===== src/gplp_map.svh =====
// register indices, field masks, bit positions and reset values of the i/o banks
`ifndef GPLP_MAP_SVH
`define GPLP_MAP_SVH

// bank geometry and bank slots inside the packed bank arrays
`define GPLP_BANKS 5
`define GPLP_WIDTH 8
`define GPLP_BANK_L 0
`define GPLP_BANK_M 1
`define GPLP_BANK_N 2
`define GPLP_BANK_O 3
`define GPLP_BANK_P 4

// register indices; byte address on the bus is four times the index
`define GPLP_IDX_M_LATCH 32'hFFFFF0C0
`define GPLP_IDX_L_LATCH 32'hFFFFF0C1
`define GPLP_IDX_M_DIR 32'hFFFFF0C4
`define GPLP_IDX_L_DIR 32'hFFFFF0C5
`define GPLP_IDX_L_ALT 32'hFFFFF0C9
`define GPLP_IDX_P_LATCH 32'hFFFFF0D1
`define GPLP_IDX_O_LATCH 32'hFFFFF0D2
`define GPLP_IDX_N_LATCH 32'hFFFFF0D3
`define GPLP_IDX_P_DIR 32'hFFFFF0D5
`define GPLP_IDX_O_DIR 32'hFFFFF0D6
`define GPLP_IDX_N_DIR 32'hFFFFF0D7
`define GPLP_IDX_N_ALT 32'hFFFFF0DB
`define GPLP_IDX_N_DRAIN 32'hFFFFF0DF

// reset values
`define GPLP_LATCH_RST 8'hFF
`define GPLP_CTRL_RST 8'h00
`define GPLP_OE_N_RST 8'hFF

// implemented bits of the bank n function and drain registers
`define GPLP_N_ALT_MASK 8'h07
`define GPLP_N_DRAIN_MASK 8'h05

// bank n pin positions of the serial channel
`define GPLP_N_TX_BIT 0
`define GPLP_N_RX_BIT 1
`define GPLP_N_CLK_BIT 2

// idle level handed to the serial channel when its pin is not routed
`define GPLP_SER_IDLE 1'b1

`endif


===== src/gplp_pkg.sv =====
// types shared by the i/o bank block
`include "gplp_map.svh"
package gplp_pkg;

  typedef logic [`GPLP_BANKS-1:0][`GPLP_WIDTH-1:0] gplp_bank_t;

  // register selected by a bus address
  typedef enum logic [3:0] {
    REG_NONE = 4'h0,
    REG_M_LATCH = 4'h1,
    REG_L_LATCH = 4'h2,
    REG_M_DIR = 4'h3,
    REG_L_DIR = 4'h4,
    REG_L_ALT = 4'h5,
    REG_P_LATCH = 4'h6,
    REG_O_LATCH = 4'h7,
    REG_N_LATCH = 4'h8,
    REG_P_DIR = 4'h9,
    REG_O_DIR = 4'hA,
    REG_N_DIR = 4'hB,
    REG_N_ALT = 4'hC,
    REG_N_DRAIN = 4'hD
  } gplp_reg_e;

  // timer inputs fed from bank l, bit 7 down to bit 0
  typedef struct packed {
    logic wide_timer_one_in_b;
    logic wide_timer_one_in_a;
    logic wide_timer_zero_in_b;
    logic wide_timer_zero_in_a;
    logic eight_bit_timer_d_in;
    logic eight_bit_timer_c_in;
    logic eight_bit_timer_b_in;
    logic eight_bit_timer_a_in;
  } gplp_timer_s;

  // signals the serial channel drives towards the pins
  typedef struct packed {
    logic serial_transmit_line;
    logic serial_clock_out;
    logic serial_clock_oe;
  } gplp_ser_drv_s;

  // pin levels handed to the serial channel
  typedef struct packed {
    logic serial_receive_line;
    logic serial_clock_line;
    logic serial_clear_to_send;
  } gplp_ser_obs_s;

  // whole state of the block
  typedef struct packed {
    gplp_bank_t latch;
    gplp_bank_t dir;
    logic [`GPLP_WIDTH-1:0] alt_l;
    logic [`GPLP_WIDTH-1:0] alt_n;
    logic [`GPLP_WIDTH-1:0] drain;
    gplp_bank_t sync1;
    gplp_bank_t sync2;
    gplp_bank_t pin_out;
    gplp_bank_t pin_oe_n;
    gplp_timer_s timer;
    gplp_ser_obs_s ser_in;
    logic ack;
    logic [31:0] rdata;
  } gplp_state_s;

  localparam gplp_state_s GPLP_ST_RST = '{
    latch: {`GPLP_BANKS{`GPLP_LATCH_RST}},
    dir: {`GPLP_BANKS{`GPLP_CTRL_RST}},
    alt_l: `GPLP_CTRL_RST,
    alt_n: `GPLP_CTRL_RST,
    drain: `GPLP_CTRL_RST,
    sync1: '0,
    sync2: '0,
    pin_out: {`GPLP_BANKS{`GPLP_LATCH_RST}},
    pin_oe_n: {`GPLP_BANKS{`GPLP_OE_N_RST}},
    timer: '0,
    ser_in: {3{`GPLP_SER_IDLE}},
    ack: 1'b0,
    rdata: 32'h0000_0000
  };

endpackage


===== src/gplp_top.sv =====
// i/o banks l, m, n, o and p with a classic wishbone register slave
// Contract
// [RL1] bank l direction: 0 input, 1 output, cleared
// [RL2] bank l function bit routes pin to timer
// [RL3] l pins 0-3 eight-bit, 4-7 wide timers
// [RL4] reset clears bank l direction and function
// [RL5] bank m direction per pin: 0 in, 1 out
// [RL6] reset clears bank m direction bits
// [RL7] data latches preset to one at reset
// [RL8] bank n direction per pin: 0 in, 1 out
// [RL9] n function bit 0 drives transmit line
// [RL10] n function bit 1 feeds receive line
// [RL11] n function bit 2 carries serial clock/cts
// [RL12] reset clears bank n direction and function
// [RL13] drain bits 2, 0 select open-drain drive
// [RL14] banks o and p have own direction registers
// [RL15] reset clears bank o and p directions
// [RL16] latch always written, drives only plain outputs
// [RL17] data read: pin if input, latch if output; bank n serial pins read the pin even while driven
`timescale 1ns/1ps
`include "gplp_map.svh"
module gplp_top (
  input wire logic CORE_CLK,
  input wire logic SYS_RST,
  input wire logic WB_CYC_I,
  input wire logic WB_STB_I,
  input wire logic WB_WE_I,
  input wire logic [31:0] WB_ADR_I,
  input wire logic [3:0] WB_SEL_I,
  input wire logic [31:0] WB_DAT_I,
  output logic [31:0] WB_DAT_O,
  output logic WB_ACK_O,
  input wire gplp_pkg::gplp_bank_t PIN_IN,
  output gplp_pkg::gplp_bank_t PIN_OUT,
  output gplp_pkg::gplp_bank_t PIN_OE_N,
  output gplp_pkg::gplp_timer_s TIMER_IN,
  input wire gplp_pkg::gplp_ser_drv_s SER_DRV,
  output gplp_pkg::gplp_ser_obs_s SER_OBS
);
  import gplp_pkg::*;

  gplp_state_s st;
  gplp_state_s next_st;

  // true when the word address hits a register index
  function automatic logic hit(input logic [31:0] adr, input logic [31:0] idx);
    hit = (adr[31:2] == idx[29:0]);
  endfunction

  // address to register decode, shared by write and read paths
  function automatic gplp_reg_e decode(input logic [31:0] adr);
    gplp_reg_e r;
    r = REG_NONE;
    if (hit(adr, `GPLP_IDX_M_LATCH)) r = REG_M_LATCH;
    if (hit(adr, `GPLP_IDX_L_LATCH)) r = REG_L_LATCH;
    if (hit(adr, `GPLP_IDX_M_DIR)) r = REG_M_DIR;
    if (hit(adr, `GPLP_IDX_L_DIR)) r = REG_L_DIR;
    if (hit(adr, `GPLP_IDX_L_ALT)) r = REG_L_ALT;
    if (hit(adr, `GPLP_IDX_P_LATCH)) r = REG_P_LATCH;
    if (hit(adr, `GPLP_IDX_O_LATCH)) r = REG_O_LATCH;
    if (hit(adr, `GPLP_IDX_N_LATCH)) r = REG_N_LATCH;
    if (hit(adr, `GPLP_IDX_P_DIR)) r = REG_P_DIR;
    if (hit(adr, `GPLP_IDX_O_DIR)) r = REG_O_DIR;
    if (hit(adr, `GPLP_IDX_N_DIR)) r = REG_N_DIR;
    if (hit(adr, `GPLP_IDX_N_ALT)) r = REG_N_ALT;
    if (hit(adr, `GPLP_IDX_N_DRAIN)) r = REG_N_DRAIN;
    decode = r;
  endfunction

  // data register read: sampled pin where not a plain output, latch where a plain output
  function automatic logic [`GPLP_WIDTH-1:0] bank_read(
    input logic [`GPLP_WIDTH-1:0] latch,
    input logic [`GPLP_WIDTH-1:0] pin,
    input logic [`GPLP_WIDTH-1:0] drv
  );
    bank_read = (latch & drv) | (pin & ~drv); // RL17
  endfunction

  gplp_reg_e sel_r;
  logic req;
  logic wr;
  logic [`GPLP_WIDTH-1:0] wdat;
  gplp_bank_t alt;
  gplp_bank_t drv;
  gplp_bank_t val;
  logic [`GPLP_WIDTH-1:0] rd;

  // bus request qualification; ack answers one cycle after the strobe
  always_comb begin
    sel_r = decode(WB_ADR_I);
    req = WB_CYC_I & WB_STB_I & ~st.ack;
    wr = req & WB_WE_I & WB_SEL_I[0];
    wdat = WB_DAT_I[`GPLP_WIDTH-1:0];
  end

  // alternate-function map per bank and the resulting plain drive enables
  always_comb begin
    alt = '0;
    alt[`GPLP_BANK_L] = st.alt_l; // RL2
    alt[`GPLP_BANK_N] = st.alt_n & `GPLP_N_ALT_MASK;
    drv = st.dir & ~alt; // RL16
    val = st.latch;
    // serial transmit line replaces the latch on bank n pin 0
    if (st.alt_n[`GPLP_N_TX_BIT]) begin
      val[`GPLP_BANK_N][`GPLP_N_TX_BIT] = SER_DRV.serial_transmit_line; // RL9
      drv[`GPLP_BANK_N][`GPLP_N_TX_BIT] = 1'b1; // RL9
    end
    // serial clock drives pin 2 only while the channel enables it
    if (st.alt_n[`GPLP_N_CLK_BIT]) begin
      val[`GPLP_BANK_N][`GPLP_N_CLK_BIT] = SER_DRV.serial_clock_out; // RL11
      drv[`GPLP_BANK_N][`GPLP_N_CLK_BIT] = SER_DRV.serial_clock_oe; // RL11
    end
  end

  // register read mux; write-only and unmapped locations read zero
  always_comb begin
    rd = '0;
    unique case (sel_r)
      REG_L_LATCH: rd = bank_read(st.latch[`GPLP_BANK_L], st.sync2[`GPLP_BANK_L],
                                  drv[`GPLP_BANK_L]);
      REG_M_LATCH: rd = bank_read(st.latch[`GPLP_BANK_M], st.sync2[`GPLP_BANK_M],
                                  drv[`GPLP_BANK_M]);
      REG_N_LATCH: rd = bank_read(st.latch[`GPLP_BANK_N], st.sync2[`GPLP_BANK_N],
                                  st.dir[`GPLP_BANK_N] & ~alt[`GPLP_BANK_N]);
      REG_O_LATCH: rd = bank_read(st.latch[`GPLP_BANK_O], st.sync2[`GPLP_BANK_O],
                                  drv[`GPLP_BANK_O]);
      REG_P_LATCH: rd = bank_read(st.latch[`GPLP_BANK_P], st.sync2[`GPLP_BANK_P],
                                  drv[`GPLP_BANK_P]);
      default: rd = '0;
    endcase
  end

  // next state: synchronisers, register writes, pin and unit outputs
  always_comb begin
    next_st = st;
    // two-stage pin synchroniser; only stage two is looked at
    next_st.sync1 = PIN_IN;
    next_st.sync2 = st.sync1;
    // bus answer
    next_st.ack = req;
    next_st.rdata = 32'h0000_0000;
    if (req & ~WB_WE_I) begin
      next_st.rdata[`GPLP_WIDTH-1:0] = rd;
    end
    // register writes; latches load whatever the direction
    if (wr) begin
      unique case (sel_r)
        REG_L_LATCH: next_st.latch[`GPLP_BANK_L] = wdat; // RL16
        REG_M_LATCH: next_st.latch[`GPLP_BANK_M] = wdat; // RL16
        REG_N_LATCH: next_st.latch[`GPLP_BANK_N] = wdat; // RL16
        REG_O_LATCH: next_st.latch[`GPLP_BANK_O] = wdat; // RL16
        REG_P_LATCH: next_st.latch[`GPLP_BANK_P] = wdat; // RL16
        REG_L_DIR: next_st.dir[`GPLP_BANK_L] = wdat; // RL1
        REG_M_DIR: next_st.dir[`GPLP_BANK_M] = wdat; // RL5
        REG_N_DIR: next_st.dir[`GPLP_BANK_N] = wdat; // RL8
        REG_O_DIR: next_st.dir[`GPLP_BANK_O] = wdat; // RL14
        REG_P_DIR: next_st.dir[`GPLP_BANK_P] = wdat; // RL14
        REG_L_ALT: next_st.alt_l = wdat; // RL2
        REG_N_ALT: next_st.alt_n = wdat & `GPLP_N_ALT_MASK;
        REG_N_DRAIN: next_st.drain = wdat & `GPLP_N_DRAIN_MASK; // RL13
        default: next_st.rdata = next_st.rdata; // unmapped: acked, no effect
      endcase
    end
    // pin drivers: oe low while driving
    next_st.pin_out = val;
    next_st.pin_oe_n = ~drv; // RL1 RL5 RL8 RL14
    // open-drain pins only pull low and float for a one
    for (int b = 0; b < `GPLP_WIDTH; b++) begin
      if (st.drain[b]) begin
        next_st.pin_out[`GPLP_BANK_N][b] = 1'b0; // RL13
        next_st.pin_oe_n[`GPLP_BANK_N][b] =
          ~(drv[`GPLP_BANK_N][b] & ~val[`GPLP_BANK_N][b]); // RL13
      end
    end
    // timer inputs: sampled bank l levels where routed, else low
    next_st.timer = gplp_timer_s'(st.sync2[`GPLP_BANK_L] & st.alt_l); // RL2 RL3
    // serial channel inputs: pin levels where routed, else idle high
    next_st.ser_in.serial_receive_line = `GPLP_SER_IDLE;
    next_st.ser_in.serial_clock_line = `GPLP_SER_IDLE;
    next_st.ser_in.serial_clear_to_send = `GPLP_SER_IDLE;
    if (st.alt_n[`GPLP_N_RX_BIT]) begin
      next_st.ser_in.serial_receive_line =
        st.sync2[`GPLP_BANK_N][`GPLP_N_RX_BIT]; // RL10
    end
    if (st.alt_n[`GPLP_N_CLK_BIT]) begin
      next_st.ser_in.serial_clock_line =
        st.sync2[`GPLP_BANK_N][`GPLP_N_CLK_BIT]; // RL11
      next_st.ser_in.serial_clear_to_send =
        st.sync2[`GPLP_BANK_N][`GPLP_N_CLK_BIT]; // RL11
    end
  end

  // state register; reset clears controls and presets latches to one
  always_ff @(posedge CORE_CLK or posedge SYS_RST) begin
    if (SYS_RST) begin
      st <= GPLP_ST_RST; // RL4 RL6 RL7 RL12 RL15
    end else begin
      st <= next_st;
    end
  end

  // outputs straight from the state register
  assign WB_DAT_O = st.rdata;
  assign WB_ACK_O = st.ack;
  assign PIN_OUT = st.pin_out;
  assign PIN_OE_N = st.pin_oe_n;
  assign TIMER_IN = st.timer;
  assign SER_OBS = st.ser_in;

endmodule // gplp_top


===== config.mk =====
export PLATFORM = sky130hd
export DESIGN_NAME = gplp_top
export DESIGN_NICKNAME = d
export VERILOG_FILES = /design/src/gplp_pkg.sv /design/src/gplp_top.sv
export VERILOG_INCLUDE_DIRS = /design/src
export SDC_FILE = /design/constraint.sdc
export NUM_CORES = 1
export LEC_CHECK = 0
export BUFFER_PORTS_ARGS = -buffer_cell sky130_fd_sc_hd__buf_2
export CAP_MARGIN = 5
export CORE_ASPECT_RATIO = 1.75
export CORE_MARGIN = 4
export CORE_UTILIZATION = 50
export DETAILED_ROUTE_END_ITERATION = 7
export PLACE_DENSITY = 0.79
export SETUP_SLACK_MARGIN = 0.05
export SYNTH_ARGS = -nofsm -noshare
export SYNTH_HDL_FRONTEND = slang
export SYNTH_SLANG_ARGS = --single-unit

===== constraint.sdc =====
create_clock -name CORE_CLK -period 9.8 [get_ports CORE_CLK]
set_input_delay 0.49 -clock CORE_CLK [delete_from_list [all_inputs] [get_ports CORE_CLK]]
set_output_delay 0.49 -clock CORE_CLK [all_outputs]
set_load 0.1 [all_outputs]

== After elaboration in Yosys (flattened, before gate mapping) ==
Index checks and enable logic that the tools add are counted.

* Output and inout bits: 124
* Register bits after elaboration: 273
* Input port bits: 116

* Multiplexer cells: 25
* Reductions and logical operators: 13
* Equality and inequality tests: 26
* Bitwise operators: 39

{| class="wikitable"
|+ Operators by type and width
! operator !! number
|-
| $eq A30 B30 Y1 const B || 13
|-
| $and A8 B8 Y8 || 12
|-
| $and A40 B40 Y40 || 1
|-
| $not A19 Y40 || 1
|-
| $not A40 Y40 || 1
|-
| $not A8 Y8 || 5
|-
| $or A8 B8 Y8 || 5
|-
| $pmux W8 S5 || 1
|-
| $mux W4 || 9
|-
| $reduce_and A2 Y1 || 13
|-
| $eq A4 B4 Y1 const B || 6
|-
| $eq A4 B3 Y1 const B || 4
|-
| $mux W1 || 10
|-
| $eq A4 B2 Y1 const B || 2
|-
| $mux W8 || 1
|-
| $not A3 Y8 || 1
|-
| $and A1 B1 Y1 || 7
|-
| $mux W2 || 3
|-
| $not A1 Y1 || 6
|-
| $eq A4 B1 Y1 const B || 1
|-
| $mux W3 || 1
|}

== Logic depth before layout (Yosys ltp) ==
* Word-level depth: 17
* Depth in mapped cells: 8
* Gate-level depth less buffers: 5

== Worst setup path after synthesis ==
Ideal clock, no wire load.

* Path type: reg2reg
* Start point: register st, in the netlist WB_ACK_O
* End point: register st[244] (netlist name)
* Required time: 9675 ps
* Arrival: 2364 ps
* Path slack: 7312 ps
* Setup time: 125 ps
* Period minus slack after synthesis: 2488 ps
* Stages on the path, launching flop included: 6
* Cell sequence: dfrtp_1 > and3b_1 > nand3_1 > nand4b_4 > a2111oi_4 > mux2_2

{| class="wikitable"
|+ RTL lines
! element !! RTL line !! RTL
|-
| from (decl) || gplp_top.sv:42 || <nowiki>gplp_state_s st;</nowiki>
|-
| from (signal assigned) || gplp_top.sv:198 || <nowiki>st <= next_st;</nowiki>
|}

==> flow_summary.toml <==
[power_and_ir_drop]
pwr-share-clk_pct = 43.4
pwr-share-comb_pct = 5.1
fin_total_pwr_mw = 2.225
swShare_pct = 21.96
power.share.sequential_pct = 51.6
peakVddDrop_mv = 0.1654
p_leak_nw = 5.401
intPower_mw = 1.736
power_density_nw_per_um2 = 191.1
power_switching_mw = 0.4887

[route]
wire_per_inst_um = 19.59
antenna_violating_nets_post_route = 0
via_per_inst = 4.981
route.detailed.drc = 0
num_vias = 5384
detailedRoute.firstPassIterationCount = 4
first_iter_violations = 333
totalWireLength_um = 21180

[setup_path]
timing.critical_path.slowest_cell_delay_ns = 0.94
cp.required_ns = 10.22
critical_path.cell_chain = "and3b_1, nand3_1, nand4b_4, nor3_2, mux2_2"
worstSetupEndpointType = "flip-flop"
crit_fanout = 9
endpoint_arrival_time_on_the_critical_path_ns = 2.99
worstSetupPathType = "flip-flop to flip-flop"
number_of_buffers_and_inverters_on_the_critical_path = 0
worst_path_max_delay_cell = "nor3_2"
critical-path-top-delay-family = "simple AND/OR/NAND/NOR gates"
startpoint_type = "flip-flop"

[cts]
clock_tree_root = "clkbuf_16"
cts_tree = "built"
htree_levels = 1
post_cts_hold_buffer_count = 0
clkLatencyLatePin_ns = 0.51
cts_buffer_depth = 3
postCtsSetupBuffers = 0
cts-buffers-inserted = 24
cts-resized-gates = 0
clock_sink_count = 272
path_clk_slew_ns = 0.07

[final_layout]
most_common_cell_after_layout_fill_and_taps_aside = "buf_2"
area_growth_syn_to_layout_pct = 10.81
final-instance-count-excl-fill = 1081
multi_input_area_um2 = 2489
design.final.nets = 931
register_area_um2 = 6959
antennaDiodeCount = 0
final_layout_size_suffix_gt1_share_pct = 54.62
commonest_cells_after_routing_fill_and_taps_aside = "186 x buf_2, 150 x dfrtp_1, 122 x dfstp_2"
fill_cells = 1676

[floorplan]
die_width_um = 117.6
core_region_area_um2 = 20460
design.portCount = 240
core.rowCount = 69
total_die_area_um2 = 23490
fp.dieH_um = 199.8
starting_density_pct = 51.35

[place]
hpwl_dp_um = 15090
portbufs = 186
numPlacedInstances = 1037
place.gp.congestion = 0.7879

[synth]
synth.top_cells.by_area = "dfrtp_1 36%, dfstp_2 31%, mux2_2 9.1%"
synth_top_cell_area_share_pct = 35.72
synthCells = 723
synthesis.area_um2 = 10510
synth_sequential_area_ratio_pct = 66.23
synthesis.area_per_instance_um2 = 14.53
synth.lib_cells_used.distinct = 48
synth-edff-count = 0
synthesis.yosys.warnings = 0
asyncSetResetFlopFracSynth_pct = 100.0
synth.ff_latch_count = 272
dominantRegCellSynth = "dfrtp_1"
yosysTopAreaCell = "dfrtp_1"

[timing]
rsz0062_at_grt = "no"
final_setup_viols = 0
timing_hold_violations_final = 0
worstMarginPinSlew_ns = 1.079
period_share_pct = 26.20
final_period_minus_worst_setup_slack_ns = 2.568
setup-tns-final_ns = 0
timing.fmax_ghz = 0.3894
clock_skew_ns = 0.01757
max_slew_margin_pct = 27.68
timing.final.max_slew_violations = 0

[grt]
remaining_global_route_overflow = 0
pin_count_of_the_biggest_net_entering_global_routing = 115
antenna_violations_before_repair = 2
grt_first_pass_wirelength_um = 32150
grt_use_total_pct = 17.97
grt_pass1_vias = 5689

[outcome]
outcome = "complete, no violations"

[worst_hold_path]
hold_path_class = "primary input to flip-flop"

[flow_run]
drv.max_cap_violation_count = 0
[sequential cells by signal (all words and copies together) (netlist names)]
name	count
TIMER_IN	8
PIN_OE_N	40
WB_DAT_O	8
SER_OBS	2
st	90
WB_ACK_O	1
PIN_OUT	40
next_st	72
alt	11
[power by group through the flow]
stage | Sequential, mW | Combinational [mW] | Clock (mW)
floorplan | 1.17 | 0.0862 | 0
global placement | 1.17 | 0.112 | 0
detailed placement | 1.17 | 0.115 | 0
CTS | 1.15 | 0.115 | 0.990
global route | 1.15 | 0.123 | 1.03
finish | 1.15 | 0.113 | 0.965
[synth_stat cells (2+ instances only)]
master,n
a21oi_1,2
and2_1,8
buf_2,7
buf_4,125
clkbuf_1,12
dfrtp_1,150
dfstp_2,122
inv_1,31
mux2_2,85
mux2_4,8
mux2i_1,44
nand2_1,9
nand2b_1,14
nand3_1,5
nand4_1,5
nand4b_1,3
nor2_1,22
nor2b_1,4
nor3_1,10
nor3_2,3
o21ai_0,5
o22ai_1,17
or2_2,5
or3_1,3
[layer usage]
layer | global-route usage, % | part of all wire, % | vias up
met4 | 7.391 | 3.9 | 4
met2 | 34.57 | 56 | 179
met3 | 3.158 | 5.4 | 47
li1 | - | - | 2441
met1 | 19.59 | 35 | 2713
met5 | 0 | 0.099 | -
[worst reg2reg max path: cells and delay by family (launching register included)]
family | cells | cell delay, ns
and+or+nand+nor | 4 | 1.68
muxes | 1 | 0.43
DFF | 1 | 0.37
[area by class of cell]
class / instances / area share [%]
Inverter: 31 / 1.064
Clock buffer: 36 / 5.985
Tap cell: 248 / 2.665
Timing Repair Buffer: 188 / 8.124
Multi-Input combinational cell: 298 / 21.37
Sequential cell: 272 / 59.77
Clock inverter: 8 / 1.021
[kinds of logic (layout without fill, tap and decap cells)]
family	count (synthesis)	count (layout)	synth area share (%)
flops	272	272	66.23
buf+inv	176	263	10.91
mux	137	137	14.44
simple gates	102	102	5.859
compound gates	32	32	2.263
xor+xnor	2	2	0.1667
fa+ha+maj	1	1	0.09526
other cells	1	24	0.03569
[stage by stage]
step,hold slack [ns],area (um^2),utilization [%],setup WS [ns]
final,0.08509,11640,56.91,7.232
after global placement,0.3320,10830,52.92,7.018
after detailed placement,0.3347,10830,52.92,6.966
after CTS,0.06555,11640,56.91,7.218
after global routing,0.06975,11640,56.91,7.160
after floorplan,0.3312,10590,-,2.017
[worst paths after layout]
| path | start | to | slack (ns) | cells past startpoint |
|---|---|---|---|---|
| max | WB_ACK_O$_DFF_PP0_ | st[287]$_DFFE_PP1P_ | 7.23 | 5 |
| min | PIN_IN[29] | next_st[153]$_DFF_PP0_ | 0.09 | 1 |
| max reg2reg | WB_ACK_O$_DFF_PP0_ | st[287]$_DFFE_PP1P_ | 7.23 | 5 |
| min reg2reg | next_st[138]$_DFF_PP0_ | st[138]$_DFF_PP0_ | 0.34 | 0 |
| max in group asynchronous | SYS_RST | next_st[133]$_DFF_PP0_ | 8.12 | 3 |
| min in group asynchronous | SYS_RST | next_st[145]$_DFF_PP0_ | 0.10 | 2 |
(Power assumes the default switching activity.)
